## config.mk

```make
export PLATFORM = sky130hd
export DESIGN_NAME = lnb_supply_control
export DESIGN_NICKNAME = d
export VERILOG_FILES = /design/src/design/lnb_supply_pkg.sv /design/src/design/lnb_supply_control.sv
export SDC_FILE = /design/constraint.sdc
export NUM_CORES = 1
export LEC_CHECK = 0
export ABC_AREA = 1
export BUFFER_PORTS_ARGS = -buffer_cell sky130_fd_sc_hd__buf_2
export CORE_ASPECT_RATIO = 0.6
export CORE_UTILIZATION = 48
export CTS_BUF_LIST = sky130_fd_sc_hd__clkbuf_8
export DETAILED_ROUTE_END_ITERATION = 16
export PLACE_DENSITY = 0.85
export SLEW_MARGIN = 5
export SYNTH_ARGS = -nofsm -noshare
export SYNTH_HDL_FRONTEND = slang
export SYNTH_SLANG_ARGS = --single-unit
```

## constraint.sdc

```tcl
create_clock -name clock_i -period 1.8 [get_ports clock_i]
set_input_delay 0.09 -clock clock_i [delete_from_list [all_inputs] [get_ports clock_i]]
set_output_delay 0.09 -clock clock_i [all_outputs]
set_load 0.01 [all_outputs]
```

## src/design/lnb_supply_pkg.sv

```systemverilog
// Package with the constants and carrier types of the antenna supply controller.
package lnb_supply_pkg;

	localparam int unsigned CLOCK_HZ     = 40000000;
	localparam int unsigned LIMIT_WIN_MS = 50;
	localparam int unsigned SHUTDOWN_MS  = 900;
	localparam int unsigned WIN_CYCLES   = CLOCK_HZ / 1000 * LIMIT_WIN_MS;
	localparam int unsigned OFF_CYCLES   = CLOCK_HZ / 1000 * SHUTDOWN_MS;

	// Output voltage codes: 13.5 V, 14.2 V, 18.5 V, 20 V.
	localparam logic [1:0] VOUT_13V5 = 2'h0;
	localparam logic [1:0] VOUT_14V2 = 2'h1;
	localparam logic [1:0] VOUT_18V5 = 2'h2;
	localparam logic [1:0] VOUT_20V0 = 2'h3;

	// Linear limit codes: 11=400 mA, 10=670 mA, 01=790 mA, 00=950 mA.
	localparam logic [1:0] ILIM_400MA = 2'h3;
	localparam logic [1:0] ILIM_670MA = 2'h2;
	localparam logic [1:0] ILIM_790MA = 2'h1;
	localparam logic [1:0] ILIM_950MA = 2'h0;

	// Detector threshold select: 0 = 200 mV receive, 1 = 400 mV transmit.
	localparam logic THRESH_RX_200MV = 1'b0;
	localparam logic THRESH_TX_400MV = 1'b1;

	localparam int unsigned CNT_W = 32;

	typedef struct packed {
		logic tone_force_on;
		logic tone_source_select;
		logic tx_threshold_bit;
		logic boost_on_bit;
		logic linear_on_bit;
		logic range_by_register;
		logic upper_voltage_bit;
		logic lower_voltage_bit;
		logic dynamic_limit_bit;
		logic ilim_code_hi;
		logic ilim_code_lo;
	} ctrl_type;

	typedef struct packed {
		logic overtemp_flag;
		logic cable_loss_flag;
		logic out_range_flag;
		logic overload_flag;
		logic back_bias_flag;
	} status_type;

	typedef struct packed {
		logic linear_limit;
		logic overtemp_hot;
		logic overtemp_cool;
		logic out_not_in_reg;
		logic back_bias_det;
		logic load_below_50ma;
		logic supply_lockout;
		logic tone_detected;
	} sense_type;

	typedef enum logic [1:0] {
		LIM_NORMAL,
		LIM_WINDOW,
		LIM_OFF
	} limit_state_type;

	// Register offsets on APB.
	localparam logic [11:0] OFF_CTRL   = 12'h000;
	localparam logic [11:0] OFF_STATUS = 12'h004;
	localparam logic [11:0] OFF_DRIVE  = 12'h008;

	// Bit positions inside the control word.
	localparam int unsigned B_FORCE = 0;
	localparam int unsigned B_SRC   = 1;
	localparam int unsigned B_TTH   = 2;
	localparam int unsigned B_BOOST = 3;
	localparam int unsigned B_LIN   = 4;
	localparam int unsigned B_RANGE = 5;
	localparam int unsigned B_UPPER = 6;
	localparam int unsigned B_LOWER = 7;
	localparam int unsigned B_DYN   = 8;
	localparam int unsigned B_ILHI  = 9;
	localparam int unsigned B_ILLO  = 10;

	localparam logic [31:0] ZERO_WORD = 32'h0000_0000;

endpackage

```

## src/design/lnb_supply_control.sv

```systemverilog
// Control logic of a single-output antenna supply with APB register access.
//
// Chosen here: the register offsets and the APB slave port.
`timescale 1ns/10ps

// Behaviour
// - Source select alone passes external modulation.
// - Force on (select low) injects tone when external low.
// - Both zero: external high gates internal tone.
// - Detected tone pulls detect output low.
// - Threshold 200mV receive, 400mV if either set.
// - Transmit switch on when pin or bit set.
// - Decode boost and linear enable bits.
// - Pin mode: pin picks range, bits pick level.
// - Register mode: two bits pick four voltages.
// - Two-bit code sets linear current limit.
// - Linear limit sets overload; boost limit does not.
// - Dynamic: full current 50ms, clear if ends.
// - Dynamic persist: off 900ms, then retry.
// - Static: stay on, overload high while overcurrent.
// - Overtemp disables stages until cool recovery.
// - Any flag drives fault pin low.
// - Out-of-range flag high until back in regulation.
// - Tone allowed only after in range; latch low.
// - Back-bias detector sets its flag.
// - Cable loss from 50mA load comparison.
// - Flags except overtemp inactive until linear stage enabled.
// - Supply lockout holds both stages off.
// - Limit codes 400/670/790/950 mA.
module lnb_supply_control #(
	parameter int unsigned WIN_COUNT = lnb_supply_pkg::WIN_CYCLES,
	parameter int unsigned OFF_COUNT = lnb_supply_pkg::OFF_CYCLES
) (
	// Clock and reset.
	input  wire logic                      clock_i,
	input  wire logic                      nrst_i,
	// APB slave.
	input  wire logic                      psel_i,
	input  wire logic                      penable_i,
	input  wire logic                      pwrite_i,
	input  wire logic [11:0]               paddr_i,
	input  wire logic [31:0]               pwdata_i,
	input  wire logic [3:0]                pstrb_i,
	output logic      [31:0]               prdata_o,
	output logic                           pready_o,
	output logic                           pslverr_o,
	// Device pins and analog sense.
	input  wire logic                      ext_modulation_in_i,
	input  wire logic                      transmit_pin_i,
	input  wire logic                      high_range_pin_i,
	input  wire lnb_supply_pkg::sense_type sense_i,
	// Controls to the analog blocks.
	output logic                           tone_internal_o,
	output logic                           tone_external_o,
	output logic                           detect_threshold_o,
	output logic                           tx_switch_on_o,
	output logic                           boost_enable_o,
	output logic                           linear_enable_o,
	output logic      [1:0]                vout_code_o,
	output logic      [1:0]                ilim_code_o,
	output logic                           constant_current_o,
	// Open-drain pins and the status flags.
	output logic                           tone_detect_out_n_o,
	output logic                           tone_detect_out_n_oe_o,
	output logic                           fault_pin_n_o,
	output logic                           fault_pin_n_oe_o,
	output lnb_supply_pkg::status_type     status_o
);
	import lnb_supply_pkg::*;

	// The bounds are taken at 64 bits so that a full-width counter does not wrap the limit.
	if (WIN_COUNT < 1 || OFF_COUNT < 1
		|| longint'(WIN_COUNT) >= (longint'(1) << CNT_W)
		|| longint'(OFF_COUNT) >= (longint'(1) << CNT_W)) begin : g_bad_counts
		$error("Interval counts must lie between one and the counter range.");
	end

	typedef struct packed {
		ctrl_type        ctrl;
		status_type      flags;
		limit_state_type lim;
		logic [CNT_W-1:0] count;
		logic            tone_latch;
		logic            hot;
		logic            tone_det;
		logic            int_tone;
		logic            ext_tone;
		logic            thresh;
		logic            txsw;
		logic            boost_en;
		logic            lin_en;
		logic [1:0]      vout;
		logic [1:0]      ilim;
		logic            cc;
	} state_type;

	state_type state;
	state_type next_state;

	logic        bus_write;
	logic        hit_ctrl;
	logic        hit_status;
	logic        hit_drive;
	logic [31:0] ctrl_word;
	logic [31:0] drive_word;

	assign bus_write  = psel_i && penable_i && pwrite_i;
	assign hit_ctrl   = paddr_i == OFF_CTRL;
	assign hit_status = paddr_i == OFF_STATUS;
	assign hit_drive  = paddr_i == OFF_DRIVE;
	assign pready_o   = 1'b1;
	assign pslverr_o  = psel_i && penable_i && !(hit_ctrl || hit_status || hit_drive);

	always_comb begin
		ctrl_word         = ZERO_WORD;
		ctrl_word[B_FORCE] = state.ctrl.tone_force_on;
		ctrl_word[B_SRC]   = state.ctrl.tone_source_select;
		ctrl_word[B_TTH]   = state.ctrl.tx_threshold_bit;
		ctrl_word[B_BOOST] = state.ctrl.boost_on_bit;
		ctrl_word[B_LIN]   = state.ctrl.linear_on_bit;
		ctrl_word[B_RANGE] = state.ctrl.range_by_register;
		ctrl_word[B_UPPER] = state.ctrl.upper_voltage_bit;
		ctrl_word[B_LOWER] = state.ctrl.lower_voltage_bit;
		ctrl_word[B_DYN]   = state.ctrl.dynamic_limit_bit;
		ctrl_word[B_ILHI]  = state.ctrl.ilim_code_hi;
		ctrl_word[B_ILLO]  = state.ctrl.ilim_code_lo;
		drive_word         = {18'h00000, state.cc, state.ilim, state.vout, state.lin_en,
			state.boost_en, state.txsw, state.thresh, state.ext_tone, state.int_tone,
			state.tone_det, state.lim};
		if (hit_ctrl) begin
			prdata_o = ctrl_word;
		end else if (hit_status) begin
			prdata_o = {27'h0000000, state.flags};
		end else if (hit_drive) begin
			prdata_o = drive_word;
		end else begin
			prdata_o = ZERO_WORD;
		end
	end

	always_comb begin
		logic on_ok;
		logic tone_req;
		logic tone_ok;
		logic in_limit;
		on_ok    = 1'b0;
		tone_req = 1'b0;
		tone_ok  = 1'b0;
		in_limit = 1'b0;
		next_state = state;

		// Only the low byte and byte one hold control bits, so those lanes gate the write.
		if (bus_write && hit_ctrl) begin
			if (pstrb_i[0]) begin
				next_state.ctrl.tone_force_on      = pwdata_i[B_FORCE];
				next_state.ctrl.tone_source_select = pwdata_i[B_SRC];
				next_state.ctrl.tx_threshold_bit   = pwdata_i[B_TTH];
				next_state.ctrl.boost_on_bit       = pwdata_i[B_BOOST];
				next_state.ctrl.linear_on_bit      = pwdata_i[B_LIN];
				next_state.ctrl.range_by_register  = pwdata_i[B_RANGE];
				next_state.ctrl.upper_voltage_bit  = pwdata_i[B_UPPER];
				next_state.ctrl.lower_voltage_bit  = pwdata_i[B_LOWER];
			end
			if (pstrb_i[1]) begin
				next_state.ctrl.dynamic_limit_bit = pwdata_i[B_DYN];
				next_state.ctrl.ilim_code_hi      = pwdata_i[B_ILHI];
				next_state.ctrl.ilim_code_lo      = pwdata_i[B_ILLO];
			end
		end

		// Over-temperature trips at once and holds until the cool indication.
		if (sense_i.overtemp_hot) begin
			next_state.hot = 1'b1;
		end else if (sense_i.overtemp_cool) begin
			next_state.hot = 1'b0;
		end

		in_limit = sense_i.linear_limit && state.lin_en;
		unique case (state.lim)
			LIM_NORMAL: begin
				if (in_limit && state.ctrl.dynamic_limit_bit) begin
					next_state.lim   = LIM_WINDOW;
					next_state.count = CNT_W'(WIN_COUNT - 1);
				end
			end
			// Leaving dynamic mode abandons the sequence, so static limiting keeps the output on.
			LIM_WINDOW: begin
				if (!in_limit || !state.ctrl.dynamic_limit_bit) begin
					next_state.lim = LIM_NORMAL;
				end else if (state.count == '0) begin
					next_state.lim   = LIM_OFF;
					next_state.count = CNT_W'(OFF_COUNT - 1);
				end else begin
					next_state.count = state.count - 1'b1;
				end
			end
			LIM_OFF: begin
				if (state.count == '0 || !state.ctrl.dynamic_limit_bit) begin
					next_state.lim = LIM_NORMAL;
				end else begin
					next_state.count = state.count - 1'b1;
				end
			end
		endcase

		on_ok = !sense_i.supply_lockout && !state.hot && state.lim != LIM_OFF;
		next_state.boost_en = on_ok && state.ctrl.boost_on_bit;
		next_state.lin_en   = on_ok && state.ctrl.boost_on_bit && state.ctrl.linear_on_bit;

		if (state.ctrl.range_by_register) begin
			next_state.vout = {state.ctrl.upper_voltage_bit, state.ctrl.lower_voltage_bit};
		end else if (high_range_pin_i) begin
			next_state.vout = state.ctrl.upper_voltage_bit ? VOUT_20V0 : VOUT_18V5;
		end else begin
			next_state.vout = state.ctrl.lower_voltage_bit ? VOUT_14V2 : VOUT_13V5;
		end

		// The code maps straight onto the analog selector: 11=400, 10=670, 01=790, 00=950 mA.
		next_state.ilim = {state.ctrl.ilim_code_hi, state.ctrl.ilim_code_lo};
		next_state.cc   = !state.ctrl.dynamic_limit_bit && in_limit;

		next_state.txsw   = transmit_pin_i || state.ctrl.tx_threshold_bit;
		next_state.thresh = next_state.txsw ? THRESH_TX_400MV : THRESH_RX_200MV;
		next_state.tone_det = sense_i.tone_detected;

		if (state.ctrl.tone_force_on) begin
			tone_req = !state.ctrl.tone_source_select && !ext_modulation_in_i;
		end else if (state.ctrl.tone_source_select) begin
			tone_req = ext_modulation_in_i;
		end else begin
			tone_req = ext_modulation_in_i;
		end
		tone_ok = state.lin_en && (!state.flags.out_range_flag || state.tone_latch);
		next_state.tone_latch = tone_ok && tone_req;
		next_state.int_tone = tone_ok && tone_req && !state.ctrl.tone_source_select;
		next_state.ext_tone = tone_ok && tone_req && state.ctrl.tone_source_select
			&& !state.ctrl.tone_force_on;

		if (!state.lin_en) begin
			next_state.flags = '0;
		end else begin
			next_state.flags.overtemp_flag   = state.hot;
			next_state.flags.cable_loss_flag = sense_i.load_below_50ma;
			next_state.flags.back_bias_flag  = sense_i.back_bias_det;
			next_state.flags.out_range_flag  = sense_i.out_not_in_reg && !state.tone_latch;
			next_state.flags.overload_flag   = in_limit;
		end
		// Overtemp must stay visible even though it turns the linear stage off.
		if (state.hot) begin
			next_state.flags.overtemp_flag = 1'b1;
		end
	end

	always_ff @(posedge clock_i) begin
		if (!nrst_i) begin
			state <= '0;
		end else begin
			state <= next_state;
		end
	end

	assign tone_internal_o        = state.int_tone;
	assign tone_external_o        = state.ext_tone;
	assign detect_threshold_o     = state.thresh;
	assign tx_switch_on_o         = state.txsw;
	assign boost_enable_o         = state.boost_en;
	assign linear_enable_o        = state.lin_en;
	assign vout_code_o            = state.vout;
	assign ilim_code_o            = state.ilim;
	assign constant_current_o     = state.cc;
	assign tone_detect_out_n_o    = 1'b0;
	assign tone_detect_out_n_oe_o = state.tone_det;
	assign fault_pin_n_o          = 1'b0;
	assign fault_pin_n_oe_o       = |state.flags;
	assign status_o               = state.flags;

	a_lockout_off: assert property (@(posedge clock_i) disable iff (!nrst_i)
		sense_i.supply_lockout |=> !boost_enable_o && !linear_enable_o)
		else $error("Stage on during supply lockout.");

	a_fault_pin: assert property (@(posedge clock_i) disable iff (!nrst_i)
		fault_pin_n_oe_o == (|status_o))
		else $error("Fault pin does not follow the flags.");

	logic in_limit_q;
	assign in_limit_q = sense_i.linear_limit && state.lin_en;

	// The stage enables are registered, so the shutdown shows one cycle after the state change.
	a_window_off: assert property (@(posedge clock_i) disable iff (!nrst_i)
		state.lim == LIM_WINDOW && state.count == '0 && in_limit_q && state.ctrl.dynamic_limit_bit
		|=> ##1 !boost_enable_o && !linear_enable_o)
		else $error("Stages not off after the window.");

	a_range_reg: assert property (@(posedge clock_i) disable iff (!nrst_i)
		state.ctrl.range_by_register |=> vout_code_o ==
		$past({state.ctrl.upper_voltage_bit, state.ctrl.lower_voltage_bit}))
		else $error("Register voltage code wrong.");

	a_thresh_tx: assert property (@(posedge clock_i) disable iff (!nrst_i)
		transmit_pin_i |=> detect_threshold_o == THRESH_TX_400MV && tx_switch_on_o)
		else $error("Transmit threshold not chosen.");

	a_flags_idle: assert property (@(posedge clock_i) disable iff (!nrst_i)
		!linear_enable_o && !state.hot |=> status_o == '0)
		else $error("Flags active with linear stage off.");

	a_hot_off: assert property (@(posedge clock_i) disable iff (!nrst_i)
		sense_i.overtemp_hot |=> ##1 !boost_enable_o && status_o.overtemp_flag)
		else $error("Overtemperature did not shut down.");

	a_static_cc: assert property (@(posedge clock_i) disable iff (!nrst_i)
		!state.ctrl.dynamic_limit_bit && in_limit_q && linear_enable_o |=> constant_current_o
		&& status_o.overload_flag)
		else $error("Static limit not held.");

	a_tone_gate: assert property (@(posedge clock_i) disable iff (!nrst_i)
		!state.tone_latch && status_o.out_range_flag |=> !tone_internal_o && !tone_external_o)
		else $error("Tone out before output in range.");

	a_tone_ext_src: assert property (@(posedge clock_i) disable iff (!nrst_i)
		!state.ctrl.tone_force_on && state.ctrl.tone_source_select && ext_modulation_in_i
		&& state.lin_en && !state.flags.out_range_flag |=> tone_external_o && !tone_internal_o)
		else $error("External tone not passed.");

	a_tone_forced: assert property (@(posedge clock_i) disable iff (!nrst_i)
		state.ctrl.tone_force_on && !state.ctrl.tone_source_select && !ext_modulation_in_i
		&& state.lin_en && !state.flags.out_range_flag |=> tone_internal_o)
		else $error("Forced internal tone missing.");

	a_tone_gated: assert property (@(posedge clock_i) disable iff (!nrst_i)
		!state.ctrl.tone_force_on && !state.ctrl.tone_source_select && !ext_modulation_in_i
		|=> !tone_internal_o && !tone_external_o)
		else $error("Tone out while the gate pin is low.");

	a_detect_pin: assert property (@(posedge clock_i) disable iff (!nrst_i)
		sense_i.tone_detected |=> tone_detect_out_n_oe_o)
		else $error("Detect output not pulled low.");

	a_rx_thresh: assert property (@(posedge clock_i) disable iff (!nrst_i)
		!transmit_pin_i && !state.ctrl.tx_threshold_bit
		|=> detect_threshold_o == THRESH_RX_200MV && !tx_switch_on_o)
		else $error("Receive threshold not chosen.");

	a_boost_only: assert property (@(posedge clock_i) disable iff (!nrst_i)
		!state.ctrl.linear_on_bit |=> !linear_enable_o)
		else $error("Linear stage on without its bit.");

	a_stages_off: assert property (@(posedge clock_i) disable iff (!nrst_i)
		!state.ctrl.boost_on_bit |=> !boost_enable_o && !linear_enable_o)
		else $error("Stage on with both bits low.");

	a_range_pin: assert property (@(posedge clock_i) disable iff (!nrst_i)
		!state.ctrl.range_by_register |=> vout_code_o[1] == $past(high_range_pin_i))
		else $error("Range pin not followed.");

	a_ilim_low: assert property (@(posedge clock_i) disable iff (!nrst_i)
		state.ctrl.ilim_code_hi && state.ctrl.ilim_code_lo |=> ilim_code_o == ILIM_400MA)
		else $error("Lowest limit code wrong.");

	a_overload_set: assert property (@(posedge clock_i) disable iff (!nrst_i)
		in_limit_q |=> status_o.overload_flag)
		else $error("Overload not flagged.");

	a_window_clear: assert property (@(posedge clock_i) disable iff (!nrst_i)
		state.lim == LIM_WINDOW && !in_limit_q
		|=> !status_o.overload_flag && state.lim == LIM_NORMAL)
		else $error("Window did not clear on recovery.");

	a_off_retry: assert property (@(posedge clock_i) disable iff (!nrst_i)
		state.lim == LIM_OFF && state.count == '0 |=> state.lim == LIM_NORMAL)
		else $error("No restart after the off time.");

	a_hot_hold: assert property (@(posedge clock_i) disable iff (!nrst_i)
		state.hot |=> !boost_enable_o && !linear_enable_o && status_o.overtemp_flag)
		else $error("Stages on while hot.");

	a_range_flag: assert property (@(posedge clock_i) disable iff (!nrst_i)
		linear_enable_o && sense_i.out_not_in_reg && !state.tone_latch
		|=> status_o.out_range_flag)
		else $error("Out of range not flagged.");

	a_tone_latch: assert property (@(posedge clock_i) disable iff (!nrst_i)
		state.tone_latch |=> !status_o.out_range_flag)
		else $error("Range flag rose during tone.");

	a_bias_flag: assert property (@(posedge clock_i) disable iff (!nrst_i)
		linear_enable_o && sense_i.back_bias_det |=> status_o.back_bias_flag)
		else $error("Back bias not flagged.");

	a_cable_flag: assert property (@(posedge clock_i) disable iff (!nrst_i)
		linear_enable_o && sense_i.load_below_50ma |=> status_o.cable_loss_flag)
		else $error("Cable loss not flagged.");

endmodule

```

Word level (Yosys, flattened, before mapping)

Index checks and enable logic that the tools add are counted.

Register bits after elaboration: 64
Bits of input ports: 64
Output and inout port bits: 54

Reduce and logical (&&, ||, !) cells: 44
Add/sub/neg operators: 1
Muxes and demuxes: 20
Equal/unequal tests: 10

Operator list:

| kind                                                                    | number |
|---|---|
| 34-bit one-hot mux with 3 select lines                                  | 1 |
| 32-bit 2-to-1 mux                                                       | 3 |
| 14-bit 2-to-1 mux                                                       | 3 |
| 34-bit 2-to-1 mux                                                       | 1 |
| 32-bit zero test                                                        | 1 |
| 32-bit by 1-bit subtractor with 32-bit output (second input constant)   | 1 |
| 1-bit logical AND                                                       | 18 |
| 12-bit by 3-bit equality test with 1-bit output (second input constant) | 1 |
| 12-bit by 4-bit equality test with 1-bit output (second input constant) | 1 |
| 12-bit zero test                                                        | 1 |
| 1-bit zero test                                                         | 10 |
| 2-bit 2-to-1 mux                                                        | 5 |
| 2-bit != test (second input constant)                                   | 5 |
| 1-bit 2-to-1 mux                                                        | 7 |
| 1-bit logical OR                                                        | 6 |
| 2-bit AND reduction                                                     | 3 |
| 3-bit AND reduction                                                     | 2 |
| 5-bit OR reduction                                                      | 1 |
| 3-bit != test (second input constant)                                   | 1 |
| 2-bit by 1-bit equality test with 1-bit output (second input constant)  | 1 |
| 2-bit equality test (second input constant)                             | 1 |
| 2-bit zero test                                                         | 1 |
| 2-bit nonzero test                                                      | 1 |

Longest topological paths before layout

Depth in word-level cells: 6
Mapped depth: 13

Worst setup path after synthesis

No wires, ideal clock.

Kind: reg2reg
From: reg state[14] in the netlist's numbering
To: reg state[14] in the netlist's numbering
Cell stages (with the launch flop): 11
Buffers on the path: 1
Data arrival time: 1.572 ns
Required time: 1.683 ns
Setup slack: 0.111 ns
Cells stage by stage: dfxtp_1 -> inv_1 -> ha_1 -> nand2_2 -> nor2_4 -> nand2_2 -> o21ai_2 -> a21boi_4 -> buf_6 -> o21ai_0 -> nor2_1

Longest elaborated chain between the ends: 4
Elaborated cells between the ends (all ways): 9
Those cells by class: 1 x add/sub; 1 x eq/ne; 4 x mux; 3 x reduce/logical

RTL lines:

| element                                                                           | line                                                 | source |
|---|---|---|
| start: declaration                                                                | lnb_supply_control.sv:97                             | `state_type state;` |
| start signal: assignment                                                          | lnb_supply_control.sv:258                            | `state <= next_state;` |
| 32-bit by 1-bit subtractor with 32-bit output or 32-bit zero test (tied branches) | -                                                    |  |
| 32-bit 2-to-1 mux or 1-bit logical OR (tied branches)                             | lnb_supply_control.sv:190, lnb_supply_control.sv:198 |  |
| 32-bit 2-to-1 mux or 2-bit != test (tied branches)                                | -                                                    |  |
| 34-bit one-hot mux with 3 select lines or 3-bit AND reduction (tied branches)     | -                                                    |  |

Parallel ways exist; a longest one is shown, timed or not. The select of a mux whose other input is x is not followed.
A chain may end at the register's enable or synchronous reset.

Final worst setup path

From: reg state[14] in the netlist's numbering
To: reg state[26] in the netlist's numbering

Same word-level chain as after synthesis.

==> results.py <==
metrics = {
    "layout": {
        "stdcell_count": 842,
        "fill_cells": 537,
        "final_core_util_pct": 70.48,
        "drive_gt1_share_pct": 34.33,
        "fin_area_um2": 5313,
        "nNetsFinal": 800,
        "area_growth_pct": 36.92,
    },
    "worst_setup_path": {
        "cp_cell_sequence": "inv_2 -> ha_4 -> nand3_4 -> buf_6 -> nor2_4 -> nand2_4 -> buf_6 -> or2_4 -> a21oi_2 -> nand2_1 -> a21oi_2",
        "critPathSlowestCell": "dfxtp_2",
        "cp.required_ns": 2.10,
        "endpoint_kind": "flip-flop",
        "path_class": "reg -> reg",
        "worstSetupStartpointType": "flip-flop",
        "ff2ff_setup_slack_ns": -0.17,
        "path_max_fanout": 4,
        "crit_arrival_ns": 2.27,
        "critical_path.max_stage_delay_ns": 0.35,
    },
    "detailed_routing": {
        "vias": 4739,
        "routedWlPerCell_um": 17.88,
        "vias_per_cell": 5.628,
        "drc": 0,
        "ant_nets": 0,
        "firstDrtPassIters": 7,
        "drt_iter0_markers": 664,
        "routed_wl_um": 15060,
    },
    "synth": {
        "ys_warn_count": 0,
        "synthArstFlopShare_pct": 0,
        "synth-edff-count": 0,
        "synth_ff_type": "dfxtp_1",
        "synthTopCellsByArea": "dfxtp_1 (33%), nand2_1 (12%), nor2_1 (12%), inv_1 (7.0%), buf_4 (6.0%)",
        "synth_cell_types": 44,
        "synth_top_area_share_pct": 32.51,
        "synth-seq-area-share_pct": 32.51,
        "ys_ff_latch": 63,
        "avgSynthCellArea_um2": 6.599,
        "syn_inst": 588,
        "yosys.area.top_type": "dfxtp_1",
        "syn_area_um2": 3880,
    },
    "grt": {
        "track_usage_pct": 30.67,
        "grt_pass1_vias": 3960,
        "antenna_found_initial": 1,
        "use_met2_pct": 45.56,
        "grt_pass1_wl_um": 19730,
        "use_met1_pct": 41.81,
        "grt_busiest_layer": "met2",
        "grt_remaining_overflow": 0,
        "use_met3_pct": 10.35,
        "grt_max_degree": 31,
    },
    "power_and_ir_drop": {
        "leakage_nw": 2.676,
        "power_density_nw_per_um2": 935.5,
        "peakVddDrop_mv": 0.8487,
    },
    "worst_hold_path": {
        "hold_path.class": "in -> reg",
    },
    "placement": {
        "placed_area_um2": 4546,
        "dpl.hpwl_um": 9003,
        "io_buffers": 73,
        "dp_cells": 795,
        "gp_congestion": 0.9832,
    },
    "clocking": {
        "cts_tree": "done",
        "cts_buffers": 9,
        "cts_buffer_depth": 2,
        "cts_max_level": 3,
        "clk_pin_slew_ns": 0.08,
        "clock-sinks": 63,
        "clock_latency_ns": 0.37,
        "root_buffer": "clkbuf_8",
    },
    "timing": {
        "report.final.slew_viol_count": 0,
        "setup_viol": 32,
        "skew_ns": 0.01608,
        "finalWorstSetupSlack_ns": -0.1667,
        "period_share_pct": 109.3,
        "hold_viol_final": 0,
        "rsz0062_at_grt": "yes",
        "fmax_mhz": 508.5,
        "finalCriticalPeriod_ns": 1.967,
    },
    "run": {
        "max_cap_violations": 0,
    },
    "die": {
        "die_x_um": 118.1,
        "io_pins": 118,
        "die_h_um": 71.64,
        "initial_core_util_pct": 51.48,
        "rows": 24,
        "coreArea_um2": 7537,
        "die-area_um2": 8459,
    },
    "status": {
        "violations": "negative setup slack",
        "status": "finished with violations",
    },
}
-- metrics by stage --
stage / worst slack, ns / hold slack [ns] / setup TNS (ns) / power (mW)
floorplan: 0.1105 / 0.1876 / 0 / 2.454
global placement: -0.04747 / 0.2798 / -0.3664 / 2.949
detailed placement: -0.1368 / 0.2903 / -2.385 / 2.992
CTS: 0.002279 / 0.00007686 / 0 / 4.471
global route: -0.2051 / 0.01034 / -4.031 / 5.154
finish: -0.1667 / 0.008438 / -2.774 / 4.970
-- registers in the layout, indices dropped and copies added, names as in the netlist --
register and cells:
tone_detect_out_n_oe_o 1, status_o 5, ilim_code_o 2, tone_internal_o 1, drive_word 2, ctrl_word 11, boost_enable_o 1, linear_enable_o 1
constant_current_o 1, state 34, vout_code_o 2, tone_external_o 1, detect_threshold_o 1
-- final timing paths --
kind,from,cells after the start,to
setup reg to reg,state[14]$_SDFFE_PN0P_,11,state[26]$_SDFFE_PN0P_
hold / removal,pwdata_i[1],3,ctrl_word[1]$_SDFFE_PN0P_
setup / recovery,state[14]$_SDFFE_PN0P_,11,state[26]$_SDFFE_PN0P_
hold reg to reg,ctrl_word[9]$_SDFFE_PN0P_,2,ilim_code_o[1]$_SDFF_PN0_
-- layout by cell type, fill, tap and decap left out, types with 3 or more instances in the layout --
cell type / count
nand2_1: 112
nor2_1: 100
buf_2: 73
inv_1: 69
buf_4: 60
dfxtp_1: 55
o21ai_0: 29
nand3_1: 21
conb_1: 21
nor2_2: 16
nand2_2: 12
nor2_4: 12
a21oi_2: 12
xor2_1: 11
dlygate4sd3_1: 11
a21oi_1: 10
nor3_1: 9
a211oi_1: 9
clkbuf_8: 9
buf_6: 8
o21ai_1: 7
inv_2: 6
nand4_1: 6
dfxtp_2: 6
nand2_4: 5
o22ai_1: 3
nand3_4: 3
ha_2: 3
-- cell families after synthesis --
family / count (synthesis) / share of synthesized area (%)
other: 2 / 0.1936
adders and majority gates: 4 / 1.290
DFF: 63 / 32.51
xor gates and xnor gates: 13 / 2.935
AOI/OAI and AO/OA: 80 / 12.96
buffers and inverters: 118 / 15.28
and+or+nand+nor: 308 / 34.83
-- synth_stat cells, drive strengths merged (2+ instances only) --
library cell and count:
nand2 129, nand3b 2, o221ai 2, nor2 128, a211oi 11, buf 37
o22ai 3, o211ai 2, a21oi 22, inv 76, nor3 11, nand4 7
xor2 11, o21ai 38, xnor2 2, ha 4, clkbuf 4, or2 3
nand3 26, conb 2, dfxtp 63
-- worst max-delay path: cells and delay by family (launching register included) --
family,cells,cell delay [ns]
compound gates,2,0.29
fa+ha+maj,1,0.20
buf+inv,3,0.40
flops,1,0.35
simple gates,5,0.65
-- routing by layer --
| layer | vias to the layer above | routed length (um) |
|---|---|---|
| met5 | - | 0 |
| met3 | 98 | 2239 |
| met1 | 2146 | 5593 |
| met4 | 0 | 800 |
| li1 | 2091 | - |
| met2 | 404 | 6422 |
-- power by group --
part	switching (mW)	internal [mW]
sequential	0.0710	1.45
clock	0.637	0.784
combinational	1.19	0.832
-- area by class of cell --
type | instances | area (um2) | area share (%)
flip-flops and latches | 63 | 1276 | 24.02
diodes | 1 | 2.502 | 0.04710
inverters | 77 | 291.5 | 5.488
clock inverters | 7 | 96.34 | 1.813
multi-input cells | 428 | 2356 | 44.35
repair buffers | 153 | 1036 | 19.50
well taps | 104 | 130.1 | 2.449
clock buffers | 9 | 123.9 | 2.332
-- timing repair --
| item | 4_1_cts | 5_1_grt |
|---|---|---|
| gates cloned | 1 | 1 |
| setup buffers | 1 | 16 |
| hold buffers | 11 | 0 |
| endpoints found under the setup margin | 32 | 32 |
| endpoints found under the hold margin | 10 | 0 |
| gates resized for setup | 16 | 77 |
| pin swaps | 4 | 26 |
No activity file was read; power rests on OpenSTA's default activity.
